<file path="src/core/wait_bank_pkg.sv">
// Shared constants for the external wait-state and bank-switch block
package wait_bank_pkg;

  // Register indices as printed; byte address is four times the index
  localparam logic [7:0] WAIT_STATE_CONFIG_IDX = 8'h28;
  localparam logic [7:0] BANK_SWITCH_CONTROL_IDX = 8'h29;
  localparam logic [7:0] WAIT_MULTIPLIER_CONTROL_IDX = 8'h2B;

  // Field positions in wait_state_config
  localparam int EXT_PROG_SEL_BIT = 15;
  localparam int IO_LSB = 12;
  localparam int DATA_HI_LSB = 9;
  localparam int DATA_LO_LSB = 6;
  localparam int PROG_HI_LSB = 3;
  localparam int PROG_LO_LSB = 0;
  localparam int BASE_W = 3;

  // Field positions in bank_switch_control
  localparam int CONSECUTIVE_BIT = 15;
  localparam int DIV_LSB = 13;
  localparam int INT_ACK_OFF_BIT = 12;
  localparam int HOST_KEEPER_BIT = 2;
  localparam int DATA_KEEPER_BIT = 1;

  // Field position in wait_multiplier_control
  localparam int WSM_BIT = 0;

  // Reset values and writable masks
  localparam logic [15:0] WAIT_STATE_CONFIG_RST = 16'h7FFF;
  localparam logic [15:0] BANK_SWITCH_CONTROL_RST = 16'hF000;
  localparam logic [15:0] BANK_SWITCH_CONTROL_WMASK = 16'hF006;
  localparam logic [15:0] WAIT_MULTIPLIER_CONTROL_RST = 16'h0000;
  localparam logic [15:0] WAIT_MULTIPLIER_CONTROL_WMASK = 16'h0001;

  // Address geometry of the external spaces
  localparam int PROG_ADDR_W = 23;
  localparam int BANK_BIT = 15;
  localparam int EXT_PROG_SPLIT_BIT = 22;

  // Address spaces of an external access
  typedef enum logic [1:0] {
    SPACE_PROG = 2'b00,
    SPACE_DATA = 2'b01,
    SPACE_IO = 2'b10
  } space_t;

  // HTRANS encodings used by the slave
  localparam logic [1:0] HTRANS_NONSEQ = 2'b10;

endpackage : wait_bank_pkg

</file>
<file path="src/core/clock_out_divider.sv">
// Divider that makes the slow clock-output level and its rate enable
`timescale 1ns/1ps
module clock_out_divider (
  input wire logic hclk,
  input wire logic hresetn,
  input wire logic [1:0] divide,
  output logic tick,
  output logic clk_level
);
  import wait_bank_pkg::*;

  logic [1:0] cnt_q; // Position within one output period
  logic [1:0] cnt_d;
  logic [2:0] half; // Cycles spent high in one period
  logic level_d;

  // Period is divide+1 cycles; wrap at the field value
  assign cnt_d = (cnt_q >= divide) ? 2'h0 : cnt_q + 2'h1;
  // High for the first half, rounded up; divide-by-one stays high
  assign half = 3'((3'(divide) + 3'h2) >> 1);
  assign level_d = ({1'b0, cnt_d} < half) || (divide == 2'h0);
  assign tick = (cnt_q == 2'h0);

  // Counter and registered output level
  always_ff @(posedge hclk or negedge hresetn) begin
    if (!hresetn) begin
      cnt_q <= 2'h0;
      clk_level <= 1'b1;
    end else begin
      cnt_q <= cnt_d;
      clk_level <= level_d;
    end
  end

endmodule : clock_out_divider

</file>
<file path="src/core/external_wait_state_bank_switch.sv">
// Wait-state generator and bank-switch cycle insertion with an AHB-Lite register slave
// Summary of operation
// RULE_01: I/O accesses use bits 14-12 count
// RULE_02: Data 8000-FFFFh uses bits 11-9 count
// RULE_03: Data 0000-7FFFh uses bits 8-6 count
// RULE_04: Upper program region uses bits 5-3
// RULE_05: Lower program region uses bits 2-0
// RULE_06: Bit 15 moves the program region split
// RULE_07: Multiplier bit doubles every base count
// RULE_08: Multiplier register keeps bits 15-1 zero
// RULE_09: Reset gives seven waits everywhere
// RULE_10: Crossing a 32K bank adds one cycle
// RULE_11: Bank control register at index 0029h
// RULE_12: Wait configuration register at index 0028h
// RULE_13: Multiplier register at index 002Bh
// RULE_14: Consecutive mode frames reads with extra cycles
// RULE_15: Clock output divides by field plus one
// RULE_16: Stall each access for selected waits
//
// Chosen here: register access over AHB-Lite.
`timescale 1ns/1ps
module external_wait_state_bank_switch #(
  parameter int ADDR_W = wait_bank_pkg::PROG_ADDR_W
) (
  input wire logic hclk,
  input wire logic hresetn,
  // AHB-Lite slave
  input wire logic hsel,
  input wire logic [31:0] haddr,
  input wire logic [1:0] htrans,
  input wire logic hwrite,
  input wire logic [2:0] hsize,
  input wire logic [31:0] hwdata,
  input wire logic hready,
  output logic hreadyout,
  output logic hresp,
  output logic [31:0] hrdata,
  // External access request from the core
  input wire logic acc_req,
  input wire wait_bank_pkg::space_t acc_space,
  input wire logic [ADDR_W-1:0] acc_addr,
  input wire logic acc_read,
  output logic acc_ready,
  output logic acc_done,
  output logic bank_cycle,
  output logic ext_strobe,
  output logic trail_cycle,
  // Pin-side controls
  output logic clock_output_pin,
  output logic clock_output_tick,
  output logic interrupt_ack_output_off,
  output logic host_data_bus_keeper,
  output logic data_bus_keeper
);
  import wait_bank_pkg::*;

  // Access sequencer states
  typedef enum logic [1:0] {
    ST_IDLE = 2'b00,
    ST_BANK = 2'b01,
    ST_STROBE = 2'b10,
    ST_TRAIL = 2'b11
  } acc_state_t;

  // Software-visible registers
  logic [15:0] wait_state_config_q;
  logic [15:0] bank_switch_control_q;
  logic [15:0] wait_multiplier_control_q;

  // Bus data-phase bookkeeping
  logic wr_pend_q; // Write data phase under way
  logic rd_pend_q; // Read data phase under way
  logic rd_wait_q; // Read wait cycle already spent
  logic [7:0] idx_q; // Register index captured in address phase
  logic [31:0] hrdata_q;

  // Sequencer state
  acc_state_t state_q;
  acc_state_t state_d;
  logic [3:0] wait_cnt_q; // Wait cycles still to run in the strobe
  logic [3:0] wait_cnt_d;
  logic trail_q; // Trailing cycle owed by this access
  logic last_valid_q; // A program or data access has been seen
  space_t last_space_q; // Space of the last program or data access
  logic [ADDR_W-1-BANK_BIT:0] last_bank_q; // Bank number of that access

  // Address-phase decode
  wire addr_phase = hsel && hready && (htrans == HTRANS_NONSEQ);
  wire [7:0] idx_a = haddr[9:2];
  wire word_ok = (haddr[1:0] == 2'b00) && (haddr[31:10] == '0);

  // Field selection helpers
  // The extended select only moves the program split; data and I/O ignore it
  wire ext_sel = wait_state_config_q[EXT_PROG_SEL_BIT]; // [RULE_06]
  wire wsm = wait_multiplier_control_q[WSM_BIT];
  wire consecutive = bank_switch_control_q[CONSECUTIVE_BIT];

  // Pick the base count for a space and address
  function automatic logic [2:0] base_for(input space_t sp, input logic [ADDR_W-1:0] a,
                                          input logic [15:0] cfg, input logic x);
    logic hi;
    hi = 1'b0;
    base_for = cfg[PROG_LO_LSB +: BASE_W];
    unique case (sp)
      SPACE_IO: begin
        base_for = cfg[IO_LSB +: BASE_W]; // [RULE_01]
      end
      SPACE_DATA: begin
        if (a[BANK_BIT]) begin
          base_for = cfg[DATA_HI_LSB +: BASE_W]; // [RULE_02]
        end else begin
          base_for = cfg[DATA_LO_LSB +: BASE_W]; // [RULE_03]
        end
      end
      SPACE_PROG: begin
        // Extended mode splits at the top address bit, else within each 64K page
        hi = x ? a[EXT_PROG_SPLIT_BIT] : a[BANK_BIT]; // [RULE_06]
        if (hi) begin
          base_for = cfg[PROG_HI_LSB +: BASE_W]; // [RULE_04]
        end else begin
          base_for = cfg[PROG_LO_LSB +: BASE_W]; // [RULE_05]
        end
      end
      default: begin
        base_for = cfg[IO_LSB +: BASE_W];
      end
    endcase
  endfunction : base_for

  // Register read mux, decoding used by the read path
  function automatic logic [15:0] reg_read(input logic [7:0] idx, input logic [15:0] ws,
                                           input logic [15:0] bs, input logic [15:0] wm);
    unique case (idx)
      WAIT_STATE_CONFIG_IDX: reg_read = ws; // [RULE_12]
      BANK_SWITCH_CONTROL_IDX: reg_read = bs; // [RULE_11]
      WAIT_MULTIPLIER_CONTROL_IDX: reg_read = wm; // [RULE_13]
      default: reg_read = 16'h0000;
    endcase
  endfunction : reg_read

  // Wait count for the incoming access
  wire [2:0] base_cnt = base_for(acc_space, acc_addr, wait_state_config_q, ext_sel); // [RULE_16]
  // Fourteen waits at most, so the doubled count still fits four bits
  wire [3:0] waits = wsm ? {base_cnt, 1'b0} : {1'b0, base_cnt}; // [RULE_07]

  // Bank-switch decision for program and data space
  wire pd_space = (acc_space == SPACE_PROG) || (acc_space == SPACE_DATA);
  wire [ADDR_W-1-BANK_BIT:0] bank_a = acc_addr[ADDR_W-1:BANK_BIT];
  wire bank_cross = pd_space && last_valid_q &&
                    ((last_space_q != acc_space) || (last_bank_q != bank_a)); // [RULE_10]
  // Consecutive mode frames every read with a starting and trailing cycle
  // Writes only get a start cycle on a bank change; reads in this mode always do
  wire need_start = bank_cross || (consecutive && acc_read); // [RULE_14]
  wire need_trail = consecutive && acc_read; // [RULE_14]

  // Request is taken only while idle
  assign acc_ready = (state_q == ST_IDLE);
  wire acc_take = acc_req && acc_ready;

  // Sequencer next state
  always_comb begin
    state_d = state_q;
    wait_cnt_d = wait_cnt_q;
    unique case (state_q)
      ST_IDLE: begin
        if (acc_take) begin
          state_d = need_start ? ST_BANK : ST_STROBE;
          wait_cnt_d = waits; // [RULE_16]
        end
      end
      ST_BANK: begin
        // One inserted cycle while the address moves to the new bank
        state_d = ST_STROBE; // [RULE_10]
      end
      ST_STROBE: begin
        if (wait_cnt_q == 4'h0) begin
          state_d = trail_q ? ST_TRAIL : ST_IDLE;
        end else begin
          wait_cnt_d = wait_cnt_q - 4'h1; // [RULE_16]
        end
      end
      ST_TRAIL: begin
        state_d = ST_IDLE;
      end
    endcase
  end

  // Phase outputs for the pin logic
  assign bank_cycle = (state_q == ST_BANK);
  assign ext_strobe = (state_q == ST_STROBE);
  assign trail_cycle = (state_q == ST_TRAIL);
  // Done marks the last busy cycle, so the core may ask again on the next one
  assign acc_done = ((state_q == ST_STROBE) && (wait_cnt_q == 4'h0) && !trail_q) ||
                    (state_q == ST_TRAIL);

  // Sequencer registers
  // The trail flag is latched per access, so a mode write mid-access cannot cut it short
  always_ff @(posedge hclk or negedge hresetn) begin
    if (!hresetn) begin
      state_q <= ST_IDLE;
      wait_cnt_q <= 4'h0;
      trail_q <= 1'b0;
    end else begin
      state_q <= state_d;
      wait_cnt_q <= wait_cnt_d;
      if (acc_take) begin
        trail_q <= need_trail;
      end
    end
  end

  // Last bank tracker, replaced by every program or data access
  // I/O has its own select line and neither moves nor checks the tracked bank
  always_ff @(posedge hclk or negedge hresetn) begin
    if (!hresetn) begin
      last_valid_q <= 1'b0;
      last_space_q <= SPACE_PROG;
      last_bank_q <= '0;
    end else if (acc_take && pd_space) begin
      last_valid_q <= 1'b1;
      last_space_q <= acc_space;
      last_bank_q <= bank_a; // [RULE_10]
    end
  end

  // Bus data-phase tracking; reads spend one wait so data come from a flop
  always_ff @(posedge hclk or negedge hresetn) begin
    if (!hresetn) begin
      wr_pend_q <= 1'b0;
      rd_pend_q <= 1'b0;
      rd_wait_q <= 1'b0;
      idx_q <= 8'h00;
    end else begin
      if (hreadyout) begin
        wr_pend_q <= addr_phase && hwrite && word_ok;
        rd_pend_q <= addr_phase && !hwrite;
        rd_wait_q <= 1'b0;
        if (addr_phase) begin
          idx_q <= word_ok ? idx_a : 8'hFF;
        end
      end else begin
        rd_wait_q <= 1'b1;
      end
    end
  end

  // Stall only the first cycle of a read data phase
  // Writes never stall: the register takes hwdata at the end of the data phase
  assign hreadyout = !(rd_pend_q && !rd_wait_q);
  assign hresp = 1'b0;
  assign hrdata = hrdata_q;

  // Read data captured after any earlier write has landed
  // The one-cycle read stall buys a registered data path for a small bus cost
  always_ff @(posedge hclk or negedge hresetn) begin
    if (!hresetn) begin
      hrdata_q <= 32'h0000_0000;
    end else if (rd_pend_q && !rd_wait_q) begin
      hrdata_q <= {16'h0000, reg_read(idx_q, wait_state_config_q, bank_switch_control_q,
                                      wait_multiplier_control_q)};
    end
  end

  // Register writes in the data phase
  // Misaligned or out-of-range addresses carry 8'hFF, which matches no register, as other unmapped indices do not
  // Such a write is dropped quietly; the response stays OKAY
  wire wr_ws = wr_pend_q && (idx_q == WAIT_STATE_CONFIG_IDX); // [RULE_12]
  wire wr_bs = wr_pend_q && (idx_q == BANK_SWITCH_CONTROL_IDX); // [RULE_11]
  wire wr_wm = wr_pend_q && (idx_q == WAIT_MULTIPLIER_CONTROL_IDX); // [RULE_13]

  // Software registers; all base fields reset to their maximum
  always_ff @(posedge hclk or negedge hresetn) begin
    if (!hresetn) begin
      wait_state_config_q <= WAIT_STATE_CONFIG_RST; // [RULE_09]
      bank_switch_control_q <= BANK_SWITCH_CONTROL_RST;
      wait_multiplier_control_q <= WAIT_MULTIPLIER_CONTROL_RST;
    end else begin
      if (wr_ws) begin
        wait_state_config_q <= hwdata[15:0];
      end
      if (wr_bs) begin
        // Reserved bits keep reading zero
        bank_switch_control_q <= hwdata[15:0] & BANK_SWITCH_CONTROL_WMASK;
      end
      if (wr_wm) begin
        wait_multiplier_control_q <= hwdata[15:0] & WAIT_MULTIPLIER_CONTROL_WMASK; // [RULE_08]
      end
    end
  end

  // Clock output runs at hclk over field plus one
  // The divider runs freely; a new divide value takes hold within one output period
  clock_out_divider u_clock_out_divider (
    .hclk(hclk),
    .hresetn(hresetn),
    .divide(bank_switch_control_q[DIV_LSB +: 2]), // [RULE_15]
    .tick(clock_output_tick),
    .clk_level(clock_output_pin)
  );

  // Static control outputs straight from the register
  assign interrupt_ack_output_off = bank_switch_control_q[INT_ACK_OFF_BIT];
  assign host_data_bus_keeper = bank_switch_control_q[HOST_KEEPER_BIT];
  assign data_bus_keeper = bank_switch_control_q[DATA_KEEPER_BIT];

endmodule : external_wait_state_bank_switch

</file>
<file path="config.mk">
export PLATFORM = sky130hd
export DESIGN_NAME = external_wait_state_bank_switch
export DESIGN_NICKNAME = d
export VERILOG_FILES = /design/src/core/wait_bank_pkg.sv /design/src/core/clock_out_divider.sv /design/src/core/external_wait_state_bank_switch.sv
export SDC_FILE = /design/constraint.sdc
export NUM_CORES = 1
export LEC_CHECK = 0
export BUFFER_PORTS_ARGS = -buffer_cell sky130_fd_sc_hd__buf_2
export CAP_MARGIN = 5
export CORE_MARGIN = 1.5
export CORE_UTILIZATION = 48
export CTS_CLUSTER_DIAMETER = 150
export DETAILED_ROUTE_END_ITERATION = 10
export HOLD_SLACK_MARGIN = 0.08
export PLACE_DENSITY_LB_ADDON = 0.15
export RECOVER_POWER = 25
export SLEW_MARGIN = 20
export SYNTH_ARGS = -nofsm -noshare
export SYNTH_HDL_FRONTEND = slang
export SYNTH_SLANG_ARGS = --single-unit
</file>
<file path="constraint.sdc">
create_clock -name hclk -period 2.1 [get_ports hclk]
set_input_delay 0.105 -clock hclk [delete_from_list [all_inputs] [get_ports hclk]]
set_output_delay 0.105 -clock hclk [all_outputs]
set_load 0.03 [all_outputs]
</file>
Word-level counts from Yosys, hierarchy flattened
Index checks and enable logic that the tools add are counted.
{ "word_totals": {"ff_bits": 71, "latch_bits": 0, "mem_bits_rw": 0, "rom_bits": 0, "out_inout_bits": 44, "elab_cells": 89, "memories": 0} }
{ "classes": {"n_addsub": 3, "mul": 0, "div_mod_pow": 0, "order_cmp": 2, "eq_ne": 13, "shifts": 0, "muxes": 17, "bitwise_logic": 1, "n_reduce_logical": 37} }
{ "op_table": {"columns": ["operator", "count"], "rows": [
  ["16-bit one-hot mux with 3 select lines", 1],
  ["8-bit by 6-bit == test with 1-bit output (second input constant)", 3],
  ["22-bit zero test", 1],
  ["1-bit logical AND", 17],
  ["4-bit two-way mux", 3],
  ["2-bit zero test", 5],
  ["2-bit two-way mux", 5],
  ["8-bit two-way mux", 1],
  ["8-bit inequality test", 1],
  ["2-bit one-hot mux with 4 select lines", 1],
  ["4-bit one-hot mux with 2 select lines", 1],
  ["2-bit == test (second input constant)", 3],
  ["3-bit two-way mux", 2],
  ["3-bit one-hot mux with 2 select lines", 1],
  ["1-bit logical OR", 5],
  ["2-bit by 1-bit == test with 1-bit output (second input constant)", 2],
  ["1-bit zero test", 4],
  ["4-bit zero test", 1],
  ["2-bit by 1-bit inequality test with 1-bit output (second input constant)", 2],
  ["2-bit AND reduction", 2],
  ["4-bit by 1-bit subtractor with 4-bit output (second input constant)", 1],
  ["2-bit by 2-bit adder with 3-bit output (second input constant)", 1],
  ["3-bit AND reduction", 1],
  ["2-bit by 1-bit adder with 2-bit output (second input constant)", 1],
  ["other kinds (7)", 8]
]} }

Logic depth before layout (Yosys ltp)
{ "logic_depth": {"depth_word": 8, "ltp_mapped": 7, "ltp_nobuf": 7} }

By module
Synthesis repeated with hierarchy kept, for this count alone.
{ "hier_totals": {"hier_cells": 315, "hier_area_um2": 3550.9} }
{ "by_module_without_submodules": {"columns": ["module", "n_inst", "cells_per_inst", "area_per_inst_um2", "seq_area_each_um2"], "rows": [
  ["external_wait_state_bank_switch", 1, 299, 3347.0, 1725.4],
  ["clock_out_divider", 1, 16, 203.9, 76.3]
]} }

Worst setup path before layout
OpenSTA, ideal clock, no wires.
{ "synth_path": {"path_kind": "reg-to-reg", "startpoint": "register idx_q[4]", "endpoint": "register wait_state_config_q[15]", "t_arrival_ns": 1.709, "t_required_ns": 1.975, "setup_slack_ns": 0.266, "stages_incl_launch_ff": 6, "n_path_buf": 1, "synth_period_minus_slack_ns": 1.834, "cell_sequence": "dfrtp_1 > and4bb_2 > nand2_2 > nor4b_4 > buf_6 > mux2_2"} }
{ "synth_between": {"elab_chain_cells": 2} }
{ "synth_lines": {"columns": ["item", "line_no", "source"], "rows": [
  ["start: declaration", "external_wait_state_bank_switch.sv:74", "logic [7:0] idx_q;"],
  ["start signal: assignment", "external_wait_state_bank_switch.sv:239", "idx_q <= word_ok ? idx_a : 8'hFF;"],
  ["8-bit by 6-bit == test with 1-bit output", "external_wait_state_bank_switch.sv:267", "wire wr_ws = wr_pend_q && (idx_q == WAIT_STATE_CONFIG_IDX);"],
  ["1-bit logical AND", "external_wait_state_bank_switch.sv:267", null],
  ["end signal: assignment", "external_wait_state_bank_switch.sv:279", "wait_state_config_q <= hwdata[15:0];"],
  ["end: declaration", "external_wait_state_bank_switch.sv:66", "logic [15:0] wait_state_config_q;"]
]} }
Every way passes these cells.
A chain may end at the register's enable or synchronous reset.

Worst setup path after layout
{ "layout_path": {"startpoint": "register wait_cnt_q[0]", "endpoint": "output port acc_done"} }
{ "layout_between": {"elab_chain_cells": 4} }
{ "layout_lines": {"columns": ["item", "line_no", "source"], "rows": [
  ["start: declaration", "external_wait_state_bank_switch.sv:80", "logic [3:0] wait_cnt_q;"],
  ["start signal: assignment", "external_wait_state_bank_switch.sv:205", "wait_cnt_q <= wait_cnt_d;"],
  ["4-bit zero test", "external_wait_state_bank_switch.sv:193", "assign acc_done = ((state_q == ST_STROBE) && (wait_cnt_q == 4'h0) && !trail_q) ||"],
  ["1-bit logical AND (2 in a row)", "external_wait_state_bank_switch.sv:193", null],
  ["1-bit logical OR", "external_wait_state_bank_switch.sv:193", null],
  ["end: declaration", "external_wait_state_bank_switch.sv:44", "output logic acc_done,"]
]} }
Every way passes these cells.

==> qor.txt <==
Clk root buf - clkbuf_8
Number of cell rows - 30
Fmax - 543 MHz
Core area - 6910 µm²
Distinct cells, synth - 52
Post-route non-filler standard cell count - 545
# Post-CTS Setup Buffers - 0
Largest net degree at the start of global routing - 45
CP required - 2000 ps
Total global-route track usage - 21.2%
CTS Sinks - 71
WS Path Type - flop to output pin
Final worst-path cycle share - 87.7%
Port Buf Inserts - 93
GPL Wtd Cong - 0.798
Post-synthesis mux area share - 14.4%
Max Used Layer - met4
Aggregate routed wire length - 7510 µm
Met2 routed wirelength - 3690 µm
DR vias/cell - 5.06
Met3 routed WL - 402 µm
Max-slew violation count - 0
Syn-to-layout area delta - 31.2%
Xor/xnor cell area share of the yosys netlist - 2.51%
Post-synth EDFFs - 0
Final nets - 550
Antenna violations before repair - 0
Post-route ant nets - 0
Main synth FF type - dfrtp_1
Vias - 2757
Starting density of the core - 50.6%
DR iter-0 viols - 80
Synth Area in Simple Gates - 13.3%
Post-synthesis adder-cell area fraction - 1.79%
Hold-fix buffers, CTS - 35
Pwr Total - 3750 µW
Worst Path Arrival - 1740 ps
Detail Placement HPWL - 5370 µm
Cts bufs inserted - 9
Final worst-path setup slack - 258 ps
Outcome - finished, final reports clean
Die ar. - 7800 µm²
Clock skew - 9.80 ps
Slew Limit Headroom - 6.15%
MaxCap Viol Count - 0
DR WL/cell - 13.8 µm
Worst-path clk slew - 80 ps
Congestion Overflow GR - 0
Met1 wire length - 3370 µm
Least-Margin Pin Slew - 1410 ps
Ant. Diodes - 0
Largest family of logic cells by synthesized area - multiplexers
Vias in the first global route - 2721
Ys async rst share - 100%
Setup TNS - 0 ps
Mean post-synth cell area - 11.3 µm²
Cells after synthesis - 308
Crit. End Element - output pin
H-tree Lvls - 3
Skew-Pair Late Insertion Delay - 350 ps
Cell Area, Synth - 3490 µm²
PD cells - 817 nW/µm²
Worst slack at placement - 321 ps
Die Y-Extent - 88.3 µm
First-pass GRT wire length - 12400 µm
Final Util - 66.4%
Yosys reg bits - 71
Cells after DPL - 494
TritonCTS clock tree - built
HP Class - input pin to flop
YS warnings - 0
Synth Area in Compound Gates - 9.88%
Register area share after synthesis - 51.6%
Share of layout cells above drive strength 1 - 39.6%
Clock Path Buffers - 2
First-pass detailed-route iteration total - 4
Crit-path max FO - 3
Max IR drop VDD - 0.543 mV
Final setup violation count - 0
DRC violations left - 0
Pleak - 0.00216 µW
Chip width - 88.3 µm
Final hold vios - 0
Io pins - 145
RSZ-0062 raised after global routing - false
Post-CTS sizing - 0
Startpoint Class - flop
Post-layout minimum cycle time - 1840 ps
## synth_stat cells (2+ instances only)
cell type   n  share of area [%]
nor4_1      8                1.4
buf_2       2               0.29
a22o_1      9                2.3
a21oi_1     8                1.1
nand3b_1    2               0.43
nand2b_1    5               0.90
inv_1      12                1.3
a211oi_1    2               0.43
clkbuf_1    5               0.54
nand3_1     2               0.29
xnor2_1    10                2.5
ha_1        5                1.8
o211ai_1    3               0.64
buf_1       3               0.32
mux2i_1    11                3.2
or3_1       2               0.36
nand4_1     3               0.54
nor3b_1     3               0.64
nand2_1    13                1.4
dfrtp_1    51                 37
o21a_1      2               0.43
dfstp_2    20                 15
nor3_1      2               0.29
mux2_2     35                 11
nand4b_1    2               0.50
a221oi_1    2               0.50
o21ai_0    13                1.9
nor2_1     33                3.5
buf_4      17                3.7
## logic make-up after synthesis
kind of cell	count (synthesis)
xor+xnor	10
mux	46
buf+inv	40
compound gates	50
other cells	1
fa+ha+maj	5
simple gates	85
flops	71
## power breakdown
part           leakage (µW)  switching [µW]  internal, µW
clock network     0.0000916             519           579
logic               0.00123             541           460
registers          0.000848             116          1530
total               0.00216            1180          2570
## cell type report
cell class / instances / area, µm²
clock inverter: 5 / 57.6
timing repair buffer: 137 / 890
sequential: 71 / 1800
fill: 573 / 2320
multi-input combinational: 213 / 1530
inverter: 12 / 45.0
tap: 96 / 120
clock buffer: 11 / 141
## cells in the final DEF (no fill, tap or decap), types with 12 or more instances in the layout
master / n
o21ai_0: 13
mux2_2: 35
nand2_1: 13
conb_1: 17
nor2_1: 33
dfstp_2: 20
buf_2: 93
dfrtp_1: 51
dlygate4sd3_1: 35
inv_1: 12
## registers in the layout (all words and copies together) (netlist names)
signal / cells
last_bank_q: 8
u_clock_out_divider.clk_level: 1
last_space_q: 2
idx_q: 8
rd_wait_q: 1
state_q: 2
u_clock_out_divider.cnt_q: 2
hrdata: 16
last_valid_q: 1
wait_cnt_q: 4
wait_multiplier_control_q: 1
wr_pend_q: 1
wait_state_config_q: 16
trail_q: 1
rd_pend_q: 1
bank_switch_control_q: 6
## path summary, 6_finish.rpt
path	startpoint	to	slack, ps	cells past startpoint
max	wait_cnt_q[0]	acc_done	260	6
min	acc_req	state_q[1]	100	3
max reg2reg	bank_switch_control_q[13]	u_clock_out_divider.clk_level	280	5
min reg2reg	u_clock_out_divider.cnt_q[0]	u_clock_out_divider.cnt_q[0]	460	1
max in group asynchronous	hresetn	idx_q[1]	550	3
min in group asynchronous	hresetn	hrdata[2]	600	3
## stage by stage
| step | hold slack, ps | cell area [µm²] |
|---|---|---|
| after floorplan | -191 | 3550 |
| after global routing | 99.2 | 4580 |
| after global placement | 128 | 4040 |
| after detailed placement | 130 | 4040 |
| after CTS | 84.1 | 4590 |
| final | 104 | 4580 |
## worst max-delay path: stages, from the launching register on
cell and delay [ps]:
dfrtp_1 390, inv_1 80, ha_1 160, inv_1 70, nor4_1 320, o21a_1 170
buf_2 190
## layer usage
metal | global-route usage [%] | up-vias
li1 | - | 1341
met1 | 27.1 | 1332
met2 | 34.6 | 80
met3 | 7.09 | 4
met4 | 5.97 | 0
met5 | 0 | -
Note: power is estimated with default switching activity, not from simulation.
